**src/shared/codec_map.svh**
```systemverilog
// Purpose: offsets, control bit positions, reset values and timing counts of the symbol codec
// Assumes: byte-wide register port, one register per offset
// Notes: data bytes are right justified; the high byte is unused in Manchester mode
//
// How it works
// RULE_01: three-of-six encode maps each nibble to one six-bit symbol, 24 bits total.
// RULE_02: three-of-six encode takes middle and low bytes with mode select 1, encode start.
// RULE_03: encode result replaces input in high, middle and low data registers.
// RULE_04: nibbles 0 to F map to the sixteen fixed six-bit symbols in table order.
// RULE_05: decode takes three symbol bytes, decode start, ready flag set on completion.
// RULE_06: decode returns the nibble each valid symbol stands for, inverse of encode map.
// RULE_07: any invalid six-bit pattern in a three-of-six decode sets the error flag.
// RULE_08: encode then decode gives back the original middle and low bytes.
// RULE_09: software clears control with 0x00 before loading the data registers.
// RULE_10: control write 0x10 starts Manchester decode, 0x11 three-of-six decode.
// RULE_11: control write 0x20 starts Manchester encode, 0x21 three-of-six encode.
// RULE_12: software polls ready, checks error after decodes, reads results, repeats.
// RULE_13: ready and error flags stay set until software clears them.
// RULE_14: a decode error raises the error interrupt request.
// RULE_15: in DMA operation a decode error does not halt the codec.
// RULE_16: error flag stays set across the whole DMA transfer once any block fails.
// RULE_17: abort handler stalls, disables, then clears the codec DMA channels.
// RULE_18: DMA control write 0x16 starts Manchester decode, 0x17 three-of-six decode.
// RULE_19: DMA control write 0x26 starts Manchester encode, 0x27 three-of-six encode.
// RULE_20: software sets up input channel code 0x00 and output channel code 0x01.
// RULE_21: codec and its DMA channels are set up for big-endian transfers.
// RULE_22: software enables DMA interrupt bit 5 and codec error interrupt bit 6.
// RULE_23: Manchester encode turns 0 into 10 and 1 into 01, upper nibble to middle.
// RULE_24: invalid Manchester decode input sets error and drives all result bytes to FF.
// RULE_25: start bits clear themselves once the operation begins; ready stays.
// RULE_26: mode select 0 picks Manchester, 1 picks three-of-six, for both directions.
// RULE_27: most significant nibble becomes the most significant six bits of the result.
// RULE_28: any invalid three-of-six symbol flags error and drives result bytes to FF.
// RULE_29: in DMA mode the codec requests input and output bytes and runs blocks itself.
`ifndef CODEC_MAP_SVH
`define CODEC_MAP_SVH
`define CODEC_OFS_LOW 8'h00
`define CODEC_OFS_MIDDLE 8'h01
`define CODEC_OFS_HIGH 8'h02
`define CODEC_OFS_CONTROL 8'h03
`define CODEC_BIT_READY 7
`define CODEC_BIT_ERROR 6
`define CODEC_BIT_ENCODE 5
`define CODEC_BIT_DECODE 4
`define CODEC_BIT_DMA 2
`define CODEC_BIT_ENDIAN 1
`define CODEC_BIT_MODE 0
`define CODEC_CONTROL_RESET 8'h00
`define CODEC_DATA_RESET 8'h00
`define CODEC_CONTROL_WMASK 8'h37
`define CODEC_ERROR_FILL 8'hff
`define CODEC_SYMBOL_VALID_BITS 6
`define CODEC_DMA_SPACING_CYCLES 1
`endif

```
**src/shared/codec_pkg.sv**
```systemverilog
// Purpose: types shared by the codec files
// Assumes: nothing beyond the map header
// Notes: sequencer states are binary coded
package codec_pkg;
  typedef enum logic [2:0] {
    st_idle = 3'b000,
    st_calc = 3'b001,
    st_fetch = 3'b010,
    st_wait_in = 3'b011,
    st_emit = 3'b100,
    st_wait_out = 3'b101
  } codec_state_t;
  typedef logic [7:0] codec_byte_t;
endpackage : codec_pkg

```
**src/hdl/codec_symbol_core.sv**
```systemverilog
// Purpose: combinational symbol translation for both coding modes
// Assumes: inputs stable while the caller samples the outputs
// Notes: on any decode error all three result bytes read as FF
`timescale 1ns/100ps
`include "codec_map.svh"
module codec_symbol_core (
  // operation
  input wire logic mode_sel,
  input wire logic do_decode,
  // data in
  input wire logic [7:0] in_high,
  input wire logic [7:0] in_middle,
  input wire logic [7:0] in_low,
  // data out
  output logic [7:0] out_high,
  output logic [7:0] out_middle,
  output logic [7:0] out_low,
  output logic bad_input
);
  function automatic logic [5:0] nib_to_sym(input logic [3:0] n);
    case (n)
      4'h0: nib_to_sym = 6'b010110; // RULE_04
      4'h1: nib_to_sym = 6'b001101;
      4'h2: nib_to_sym = 6'b001110;
      4'h3: nib_to_sym = 6'b001011;
      4'h4: nib_to_sym = 6'b011100;
      4'h5: nib_to_sym = 6'b011001;
      4'h6: nib_to_sym = 6'b011010;
      4'h7: nib_to_sym = 6'b010011;
      4'h8: nib_to_sym = 6'b101100;
      4'h9: nib_to_sym = 6'b100101;
      4'ha: nib_to_sym = 6'b100110;
      4'hb: nib_to_sym = 6'b100011;
      4'hc: nib_to_sym = 6'b110100;
      4'hd: nib_to_sym = 6'b110001;
      4'he: nib_to_sym = 6'b110010;
      default: nib_to_sym = 6'b101001;
    endcase
  endfunction : nib_to_sym

  // bit 4 is the invalid mark; searching the encode table keeps one source of truth
  function automatic logic [4:0] sym_to_nib(input logic [5:0] s);
    sym_to_nib = 5'h10;
    for (int i = 0; i < 16; i++) begin
      if (nib_to_sym(4'(i)) == s) begin
        sym_to_nib = {1'b0, 4'(i)}; // RULE_06
      end
    end
  endfunction : sym_to_nib

  function automatic logic [7:0] man_enc(input logic [3:0] n);
    man_enc = 8'h00;
    for (int i = 0; i < 4; i++) begin
      man_enc[2*i +: 2] = n[i] ? 2'b01 : 2'b10; // RULE_23
    end
  endfunction : man_enc

  // bit 4 is the invalid mark
  function automatic logic [4:0] man_dec(input logic [7:0] b);
    man_dec = 5'h00;
    for (int i = 0; i < 4; i++) begin
      man_dec[i] = (b[2*i +: 2] == 2'b01);
      if (b[2*i +: 2] == 2'b00 || b[2*i +: 2] == 2'b11) begin
        man_dec[4] = 1'b1;
      end
    end
  endfunction : man_dec

  logic [23:0] sym_word;
  logic [4:0] dec_nib [4];
  logic [4:0] man_hi;
  logic [4:0] man_lo;

  generate
    for (genvar g = 0; g < 4; g++) begin : g_sym
      assign dec_nib[g] = sym_to_nib(sym_word[6*g +: 6]);
    end
  endgenerate
  assign sym_word = {in_high, in_middle, in_low};
  assign man_hi = man_dec(in_middle);
  assign man_lo = man_dec(in_low);

  always_comb begin
    out_high = 8'h00;
    out_middle = 8'h00;
    out_low = 8'h00;
    bad_input = 1'b0;
    if (!do_decode && mode_sel) begin
      // msb nibble lands in the top six bits
      {out_high, out_middle, out_low} = {nib_to_sym(in_middle[7:4]), nib_to_sym(in_middle[3:0]),
        nib_to_sym(in_low[7:4]), nib_to_sym(in_low[3:0])}; // RULE_01 RULE_27
    end else if (!do_decode) begin
      out_middle = man_enc(in_low[7:4]); // RULE_23
      out_low = man_enc(in_low[3:0]);
    end else if (mode_sel) begin
      bad_input = dec_nib[0][4] | dec_nib[1][4] | dec_nib[2][4] | dec_nib[3][4]; // RULE_07
      out_middle = {dec_nib[3][3:0], dec_nib[2][3:0]}; // RULE_08
      out_low = {dec_nib[1][3:0], dec_nib[0][3:0]};
    end else begin
      bad_input = man_hi[4] | man_lo[4];
      out_low = {man_hi[3:0], man_lo[3:0]};
    end
    if (bad_input) begin
      out_high = `CODEC_ERROR_FILL; // RULE_24 RULE_28
      out_middle = `CODEC_ERROR_FILL;
      out_low = `CODEC_ERROR_FILL;
    end
  end
endmodule : codec_symbol_core

```
**src/hdl/symbol_codec.sv**
```systemverilog
// Purpose: register-mapped Manchester and three-of-six codec with a byte DMA port
// Assumes: one clock, synchronous active-low reset, byte-wide register port
// Notes: one block takes one cycle to compute; DMA streams block after block
//
// The plain strobed port and the register addresses are this design's own decisions.
`timescale 1ns/100ps
`include "codec_map.svh"
module symbol_codec (
  // clock and reset
  input wire logic core_clk,
  input wire logic rst_b,
  input wire logic clk_en,
  // register port
  input wire logic [7:0] reg_addr,
  input wire logic [7:0] reg_wdata,
  input wire logic reg_wr,
  input wire logic reg_rd,
  output logic [7:0] reg_rdata,
  // dma input channel: memory to codec
  output logic dma_in_req,
  input wire logic dma_in_ack,
  input wire logic [7:0] dma_in_data,
  // dma output channel: codec to memory
  output logic dma_out_req,
  input wire logic dma_out_ack,
  output logic [7:0] dma_out_data,
  // status
  output logic decode_err_irq,
  output logic ready_flag
);
  codec_pkg::codec_state_t state_r;
  logic [7:0] data_r [3];
  logic mode_r;
  logic dma_en_r;
  logic endian_r;
  logic is_decode_r;
  logic ready_r;
  logic error_r;
  logic [1:0] cnt_r;
  logic [7:0] res_high;
  logic [7:0] res_middle;
  logic [7:0] res_low;
  logic res_bad;
  logic ctl_wr;
  logic start_enc;
  logic start_dec;
  logic calc_done;

  // byte counts per block, depending on direction and mode
  function automatic logic [1:0] in_bytes(input logic dec, input logic m);
    in_bytes = dec ? (m ? 2'd3 : 2'd2) : (m ? 2'd2 : 2'd1);
  endfunction : in_bytes

  function automatic logic [1:0] out_bytes(input logic dec, input logic m);
    out_bytes = dec ? (m ? 2'd2 : 2'd1) : (m ? 2'd3 : 2'd2);
  endfunction : out_bytes

  assign ctl_wr = clk_en && reg_wr && (reg_addr == `CODEC_OFS_CONTROL);
  assign start_enc = ctl_wr && reg_wdata[`CODEC_BIT_ENCODE]; // RULE_11 RULE_19
  assign start_dec = ctl_wr && reg_wdata[`CODEC_BIT_DECODE] &&
    !reg_wdata[`CODEC_BIT_ENCODE]; // RULE_10 RULE_18
  assign calc_done = clk_en && (state_r == codec_pkg::st_calc);

  codec_symbol_core u_core (
    .mode_sel(mode_r),
    .do_decode(is_decode_r),
    .in_high(data_r[2]),
    .in_middle(data_r[1]),
    .in_low(data_r[0]),
    .out_high(res_high),
    .out_middle(res_middle),
    .out_low(res_low),
    .bad_input(res_bad)
  );

  // control bits steered by software
  always_ff @(posedge core_clk) begin
    if (!rst_b) begin
      mode_r <= 1'b0;
      dma_en_r <= 1'b0;
      endian_r <= 1'b0;
      is_decode_r <= 1'b0;
    end else if (ctl_wr) begin
      mode_r <= reg_wdata[`CODEC_BIT_MODE]; // RULE_26 RULE_02
      dma_en_r <= reg_wdata[`CODEC_BIT_DMA];
      endian_r <= reg_wdata[`CODEC_BIT_ENDIAN];
      if (start_enc || start_dec) begin
        is_decode_r <= start_dec;
      end
    end
  end

  // sequencer; start bits never stay stored, so they read back as zero
  always_ff @(posedge core_clk) begin
    if (!rst_b) begin
      state_r <= codec_pkg::st_idle;
      cnt_r <= 2'd0;
    end else if (clk_en) begin
      case (state_r)
        codec_pkg::st_idle: begin
          if (start_enc || start_dec) begin
            cnt_r <= 2'd0;
            // RULE_25 RULE_29
            state_r <= reg_wdata[`CODEC_BIT_DMA] ? codec_pkg::st_fetch : codec_pkg::st_calc;
          end
        end
        codec_pkg::st_fetch: begin
          state_r <= codec_pkg::st_wait_in;
        end
        codec_pkg::st_wait_in: begin
          if (dma_in_ack) begin
            if (cnt_r == in_bytes(is_decode_r, mode_r) - 2'd1) begin
              cnt_r <= 2'd0;
              state_r <= codec_pkg::st_calc;
            end else begin
              cnt_r <= cnt_r + 2'd1;
            end
          end
        end
        codec_pkg::st_calc: begin
          state_r <= dma_en_r ? codec_pkg::st_emit : codec_pkg::st_idle;
        end
        codec_pkg::st_emit: begin
          state_r <= codec_pkg::st_wait_out;
        end
        codec_pkg::st_wait_out: begin
          if (dma_out_ack) begin
            if (cnt_r == out_bytes(is_decode_r, mode_r) - 2'd1) begin
              cnt_r <= 2'd0;
              // keep streaming until the channels are stopped by software
              state_r <= codec_pkg::st_fetch; // RULE_15 RULE_29
            end else begin
              cnt_r <= cnt_r + 2'd1;
            end
          end
        end
        default: begin
          state_r <= codec_pkg::st_idle;
        end
      endcase
      if (ctl_wr && !(start_enc || start_dec) && !reg_wdata[`CODEC_BIT_DMA]) begin
        state_r <= codec_pkg::st_idle;
      end
    end
  end

  // data registers: software writes, dma input bytes, results
  always_ff @(posedge core_clk) begin
    if (!rst_b) begin
      for (int i = 0; i < 3; i++) begin
        data_r[i] <= `CODEC_DATA_RESET;
      end
    end else if (clk_en) begin
      if (calc_done) begin
        data_r[2] <= res_high; // RULE_03 RULE_05
        data_r[1] <= res_middle;
        data_r[0] <= res_low;
      end else if (state_r == codec_pkg::st_wait_in && dma_in_ack) begin
        // right-justified block: the first byte in goes highest when big-endian
        if (endian_r) begin
          data_r[0] <= dma_in_data;
          data_r[1] <= data_r[0];
          data_r[2] <= data_r[1];
        end else begin
          data_r[cnt_r] <= dma_in_data;
        end
      end else if (reg_wr && reg_addr < `CODEC_OFS_CONTROL) begin
        data_r[reg_addr[1:0]] <= reg_wdata; // RULE_02
      end
    end
  end

  // sticky flags; a completion in the same cycle as a clear wins
  always_ff @(posedge core_clk) begin
    if (!rst_b) begin
      ready_r <= 1'b0;
      error_r <= 1'b0;
    end else if (clk_en) begin
      if (ctl_wr) begin
        ready_r <= reg_wdata[`CODEC_BIT_READY] & ready_r; // RULE_13
        error_r <= reg_wdata[`CODEC_BIT_ERROR] & error_r;
      end
      if (calc_done) begin
        ready_r <= 1'b1; // RULE_05
      end
      if (calc_done && is_decode_r && res_bad) begin
        error_r <= 1'b1; // RULE_07 RULE_16
      end
    end
  end

  // read port: data one cycle after the read strobe
  always_ff @(posedge core_clk) begin
    if (!rst_b) begin
      reg_rdata <= 8'h00;
    end else if (clk_en) begin
      reg_rdata <= 8'h00;
      if (reg_rd) begin
        case (reg_addr)
          `CODEC_OFS_LOW: reg_rdata <= data_r[0];
          `CODEC_OFS_MIDDLE: reg_rdata <= data_r[1];
          `CODEC_OFS_HIGH: reg_rdata <= data_r[2];
          `CODEC_OFS_CONTROL: reg_rdata <= {ready_r, error_r, 3'b000, dma_en_r, endian_r, mode_r};
          default: reg_rdata <= 8'h00;
        endcase
      end
    end
  end

  // outputs straight from flops
  always_ff @(posedge core_clk) begin
    if (!rst_b) begin
      dma_in_req <= 1'b0;
      dma_out_req <= 1'b0;
      dma_out_data <= 8'h00;
      decode_err_irq <= 1'b0;
      ready_flag <= 1'b0;
    end else if (clk_en) begin
      dma_in_req <= (state_r == codec_pkg::st_fetch) ||
        (state_r == codec_pkg::st_wait_in && !(dma_in_ack &&
        cnt_r == in_bytes(is_decode_r, mode_r) - 2'd1)); // RULE_29
      dma_out_req <= (state_r == codec_pkg::st_emit) ||
        (state_r == codec_pkg::st_wait_out && !(dma_out_ack &&
        cnt_r == out_bytes(is_decode_r, mode_r) - 2'd1));
      if (state_r == codec_pkg::st_emit || (state_r == codec_pkg::st_wait_out && dma_out_ack)) begin
        // bytes leave most significant first of the right-justified result
        dma_out_data <= data_r[out_bytes(is_decode_r, mode_r) - 2'd1 -
          ((state_r == codec_pkg::st_emit) ? 2'd0 : cnt_r + 2'd1)];
      end
      decode_err_irq <= error_r; // RULE_14
      ready_flag <= ready_r;
    end
  end

  // ready flag holds until cleared by a control write
  ready_hold_a: assert property (@(posedge core_clk) disable iff (!rst_b) // RULE_13
    $past(ready_r) && !$past(ctl_wr) |-> ready_r)
    else $error("ready flag dropped without a clear");

  // completion always raises ready on the next edge
  ready_set_a: assert property (@(posedge core_clk) disable iff (!rst_b) // RULE_05
    calc_done |=> ready_r)
    else $error("ready not set after block");

  // decode error latches
  error_set_a: assert property (@(posedge core_clk) disable iff (!rst_b) // RULE_07
    calc_done && is_decode_r && res_bad |=> error_r)
    else $error("decode error not flagged");

  // bad decode fills results with FF
  error_fill_a: assert property (@(posedge core_clk) disable iff (!rst_b) // RULE_28
    calc_done && is_decode_r && res_bad |=> data_r[0] == 8'hff && data_r[1] == 8'hff &&
    data_r[2] == 8'hff)
    else $error("bad decode not filled");

  // register start runs one calc cycle then returns idle
  start_clear_a: assert property (@(posedge core_clk) disable iff (!rst_b) // RULE_25
    (start_enc || start_dec) && !reg_wdata[`CODEC_BIT_DMA] && state_r == codec_pkg::st_idle
    |=> state_r == codec_pkg::st_calc ##1 (!clk_en || state_r == codec_pkg::st_idle))
    else $error("start did not self clear");

  // error holds through a dma transfer
  error_dma_a: assert property (@(posedge core_clk) disable iff (!rst_b) // RULE_16
    error_r && dma_en_r && !ctl_wr |=> error_r)
    else $error("error lost in dma transfer");

  // decode error drives the interrupt line
  err_irq_a: assert property (@(posedge core_clk) disable iff (!rst_b) // RULE_14
    error_r && clk_en |=> decode_err_irq)
    else $error("error irq missing");

  // dma error does not stop streaming
  dma_keep_a: assert property (@(posedge core_clk) disable iff (!rst_b) // RULE_15
    calc_done && dma_en_r |=> state_r == codec_pkg::st_emit)
    else $error("dma halted after block");
endmodule : symbol_codec

```
**config.mk**
```make
export PLATFORM = sky130hd
export DESIGN_NAME = symbol_codec
export DESIGN_NICKNAME = d
export VERILOG_FILES = /design/src/shared/codec_pkg.sv /design/src/hdl/codec_symbol_core.sv /design/src/hdl/symbol_codec.sv
export VERILOG_INCLUDE_DIRS = /design/src /design/src/shared
export SDC_FILE = /design/constraint.sdc
export NUM_CORES = 1
export LEC_CHECK = 0
export ABC_CLOCK_PERIOD_IN_PS = 8550
export BUFFER_PORTS_ARGS = -buffer_cell sky130_fd_sc_hd__buf_4
export CAP_MARGIN = 10
export CORE_ASPECT_RATIO = 1.2
export CORE_MARGIN = 5
export CORE_UTILIZATION = 30
export CTS_BUF_LIST = sky130_fd_sc_hd__clkbuf_16
export DETAILED_ROUTE_END_ITERATION = 12
export PLACE_DENSITY = 0.5
export SLEW_MARGIN = 30
export SYNTH_ARGS = -nofsm -noshare
export SYNTH_HDL_FRONTEND = slang
export SYNTH_SLANG_ARGS = --single-unit
```
**constraint.sdc**
```tcl
create_clock -name core_clk -period 8.55 [get_ports core_clk]
set_clock_uncertainty 0.15 [all_clocks]
set_input_delay 1.71 -clock core_clk [delete_from_list [all_inputs] [get_ports core_clk]]
set_output_delay 1.71 -clock core_clk [all_outputs]
set_load 0.05 [all_outputs]
```
### Word-level counts from Yosys, hierarchy flattened

Memory sizes are Yosys's and may differ from the RTL's. A register that Yosys moved wholly into a read port is not among the register bits.
Cells that the tools add are included.

* bits of input ports: 31
* output and inout bits: 20
* memories: 5
* ROM bits: 384
* flip-flop bits (word level): 23
* RAM bits: 24
* word-level logic and storage cells: 345

Memories
* (no name shown): words 16, bits a word 6, rd ports 1, clocked after Yosys merged registers in 0, wr ports 0, line codec_symbol_core.sv:21 `case (n)`
* (no name shown): words 16, bits a word 6, rd ports 1, clocked after Yosys merged registers in 0, wr ports 0, line codec_symbol_core.sv:21
* (no name shown): words 16, bits a word 6, rd ports 1, clocked after Yosys merged registers in 0, wr ports 0, line codec_symbol_core.sv:21
* (no name shown): words 16, bits a word 6, rd ports 1, clocked after Yosys merged registers in 0, wr ports 0, line codec_symbol_core.sv:21
* data_r: words 3, bits a word 8, rd ports 4, clocked after Yosys merged registers in 1, wr ports 3, line symbol_codec.sv:32 `logic [7:0] data_r [3];`

* reductions and logical operators: 58
* muxes and demuxes: 154
* bitwise gates (word level): 12
* equality and inequality tests: 98
* add/sub/neg operators: 4
* $lt $le $gt $ge: 1

Operators with widths (number)
* $mux 5: 64
* $eq 6x6->1 const A: 32
* $mux 8: 19
* $eq 5x6->1 const A: 20
* $eq 4x6->1 const A: 12
* $mux 1: 41
* $mux 2: 20
* $pmux 8 s4: 1
* $mux 3: 7
* $logic_and 1x1->1: 18
* $pmux 3 s6: 1
* $eq 2x1->1 const B: 8
* $eq 2x2->1 const B: 8
* $eq 8x2->1 const B: 2
* $logic_not 2->1: 8
* $reduce_or 8->1: 2
* $logic_or 1x1->1: 12
* $or 1x1->1: 10
* $ne 3x3->1 const B: 3
* $eq 8x1->1 const B: 1
* $logic_not 8->1: 1
* $lt 8x2->1 const B: 1
* $reduce_and 2->1: 4
* $logic_not 1->1: 7
* other kinds (16): 25

### Depth between registers and ports, before layout

* depth in word-level cells: 28
* depth in mapped cells: 11

### Modules after synthesis

A second synthesis with hierarchy kept.

* cell total of the unflattened synthesis: 830
* area, all modules: 6461.2 um2

Modules (own cells, without submodules)
* symbol_codec: area an instance 3941.3 um2, sequential area each 1581.5 um2, times used 1, cells each 437
* codec_symbol_core: area an instance 2519.9 um2, sequential area each 0.0 um2, times used 1, cells each 393

### Worst setup path after synthesis

No wires, ideal clock.

* path type: input -> register
* from: input reg_addr[5]
* to: memory data_r[2][0], enable pin
* arrival time: 3.168 ns
* setup slack: 4.903 ns
* library setup time: 0.329 ns
* stages: 6
* required time: 8.071 ns
* path buffers: 1
* path through: nor4_1 > nand3_1 > nor2_1 > buf_2 > a21oi_1 > nand2_1

RTL lines
* start, declared: line symbol_codec.sv:14 `input wire logic [7:0] reg_addr,`
* end, declared: line symbol_codec.sv:32

==> impl_metrics.ini <==
[layout]
insertedDiodeCount = 0
fill_cells = 2050
fin_util = 0.347
syn_to_final_growth_pct = 14.5
layout_common_cells = 71 x nand2_1, 55 x o21ai_0, 54 x buf_4
fin_area_um2 = 6740
nets = 807
final_common_cell = nand2_1
layout-drive-gt1-share = 0.133

[placed_design]
place_hpwl_um = 16000
placed_area_um2 = 6400
portBuffers = 50
place_congestion = 0.879

[global_routing]
grt_start_max_net_pins = 31
grt_use_total = 0.186
grt_pass1_vias = 5534
antenna_found_initial = 0
grt_pass1_wl_um = 32300
overflow = 0

[yosys]
synthesis.area_um2 = 5880
ys.flop_type = edfxtp_1
ys_warn_count = 0
synth_cells = 720
synth_nets = 795
yosysUniqueCellTypes = 71
synth.avg_cell_area_um2 = 8.17
synth_edf_count = 32
async_reset_ff_frac = 0
synth_seq_cells = 63
synth-seq-area-share = 0.269

[timing]
finalHoldViolations = 0
tightest_slew_ps = 994
max_slew_margin = 0.333
max_freq_mhz = 243
finalHoldWorstSlack_ps = 332
period_share = 0.482
post-route-min-period_ps = 4120
rsz0062_at_grt = false
finalMaxSlewViolations = 0
finalSetupViolCount = 0
finalSetupTns_ps = 0

[clock_network]
numClockSinks = 63
cts_setup_buffers = 0
ctsResizeCount = 0
clkLatencyLatePin_ps = 340
cts.clk_slew.worst_paths_ps = 60
root_buffer = clkbuf_16
cts_tree = done
clockBufferDepth = 2
cts_buffers = 9
holdBufCountCts = 0
htree_levels = 3

[critical_path]
cp-start-kind = input port
r2r_setup_slack_ps = 4650
ff2ff_path_depth = 9
cp_num_buf_inv = 1
path_class = input port to flop
crit_chain = buf_4 -> nor3b_1 -> nand3_1 -> nor2_2 -> a32oi_1 -> nand2_1
rr_startpoint = data_r[0][6]
r2r-end = data_r[2][5]
cp_max_fo = 26
path_delay_family = simple AND/OR/NAND/NOR gates
cp.required_ps = 8390
max_stage_delay_ps = 630
endpoint_kind = flop
worst_ep_arrival_time_ps = 3960
cp_slowest_cell = nor2_2

[floorplan]
dieArea_um2 = 22500
initial_utilization = 0.303
die_x_um = 138
rows = 56
ioPinCount = 51
dieHeight_um = 163
core_um2 = 19400

[route]
vias = 5806
first_pass_iters = 5
detail-route-antenna-nets = 0
avgRoutedWirePerCell_um = 21.2
vias_per_cell = 5.82
routed_wl_um = 21100
drtIter0Drc = 687
drcViolationCount = 0

[worst_hold_path]
hp-class = flop to flop
hold_end = dma_out_data[6]
hold_depth = 1
min-delay-start = dma_out_data[6]

[power_and_ir_drop]
power_density_nw_per_um2 = 125
ir_worst_vdd_mv = 0.165
leakage_nw = 2.59

[flow_run]
maxCapViolCount = 0

[status]
outcome = finished, final reports clean
cell type report:
class / count / area, µm² / area share
clock inverters: 6 / 72.6 / 0.0108
well taps: 261 / 327 / 0.0485
repair buffers: 54 / 405 / 0.0602
flip-flops and latches: 63 / 1580 / 0.235
clock buffers: 10 / 250 / 0.0372
inverters: 46 / 173 / 0.0256
multi-input cells: 558 / 3930 / 0.583
flip-flops by register name, summed over array words and instances, names as in the netlist:
signal,flops
is_decode_r,1
mode_r,1
dma_out_req,1
decode_err_irq,1
state_r,3
endian_r,1
ready_r,1
dma_en_r,1
error_r,1
reg_rdata,8
dma_out_data,8
cnt_r,2
ready_flag,1
dma_in_req,1
data_r,32
metal layers:
metal / GRT usage / vias up / routed length (µm)
li1: - / 2739 / -
met1: 0.231 / 2808 / 8900
met2: 0.328 / 225 / 10700
met3: 0.0154 / 34 / 897
met4: 0.0737 / 0 / 614
met5: 0 / - / 0
worst register-to-register path, cell delays in order, from the launching register on:
cell      delay, ps
edfxtp_1        690
clkinv_1        430
ha_1            450
a22o_1          240
a221o_1         360
or4_4           540
and3_4          210
a21oi_1         170
nand3_1         290
o211ai_1        220
how the worst max path moves through the flow:
stage | startpoint | endpoint | slack [ps] | depth (start not counted)
finish | clk_en | data_r[1][3] | 4430 | 6
global route | reg_addr[5] | data_r[1][3] | 4240 | 6
CTS | clk_en | data_r[1][7] | 4490 | 6
detailed placement | clk_en | data_r[1][4] | 4130 | 6
global placement | clk_en | data_r[2][5] | 3750 | 6
floorplan | reg_addr[5] | data_r[2][0] | 4900 | 6
synthesized netlist by cell type, drive strengths merged (4+ instances only):
library cell,count,share of area
a22oi,14,0.020
nor2b,15,0.016
mux2i,21,0.036
a21oi,49,0.042
a32oi,7,0.010
o21ai,56,0.048
a22o,11,0.016
clkbuf,47,0.030
nand3,21,0.018
nand4,7,0.0074
dfxtp,31,0.11
o211ai,10,0.013
inv,44,0.028
a211oi,4,0.0051
a31oi,17,0.018
nor2,53,0.034
and3,5,0.0062
buf,6,0.0057
mux4,14,0.054
nor4,4,0.0043
xnor2,7,0.010
edfxtp,32,0.16
o22ai,18,0.019
nand2,71,0.045
xor2,6,0.0089
o221ai,17,0.025
a221oi,6,0.0089
o31ai,4,0.0051
ha,44,0.094
a21boi,5,0.0064
nand2b,7,0.0074
nor3,17,0.015
metrics by stage:
stage / total power (W) / std cells / setup slack (ps)
5_1_grt: 0.000866 / 998 / 4240
3_5_place_dp: 0.000449 / 982 / 4130
6_report: 0.000840 / 998 / 4430
3_3_place_gp: 0.000450 / 982 / 3750
2_1_floorplan: 0.000405 / 720 / 4900
4_1_cts: 0.000844 / 998 / 4490
power by group:
group          leakage, nW  switching, W  internal [W]
Sequential           0.569     0.0000172      0.000322
Combinational         1.87     0.0000639     0.0000419
Clock                0.155      0.000148      0.000247
logic make-up (layout without fill, tap and decap cells):
| family | count (synthesis) | after routing | share of synthesized area |
|---|---|---|---|
| AOI/OAI and AO/OA | 247 | 247 | 0.283 |
| and+or+nand+nor | 217 | 217 | 0.177 |
| buffers and inverters | 99 | 116 | 0.0653 |
| DFF | 63 | 63 | 0.269 |
| adders and majority gates | 44 | 44 | 0.0936 |
| muxes | 37 | 37 | 0.0932 |
| xor gates and xnor gates | 13 | 13 | 0.0194 |
Note: power is estimated with default switching activity, not from simulation.
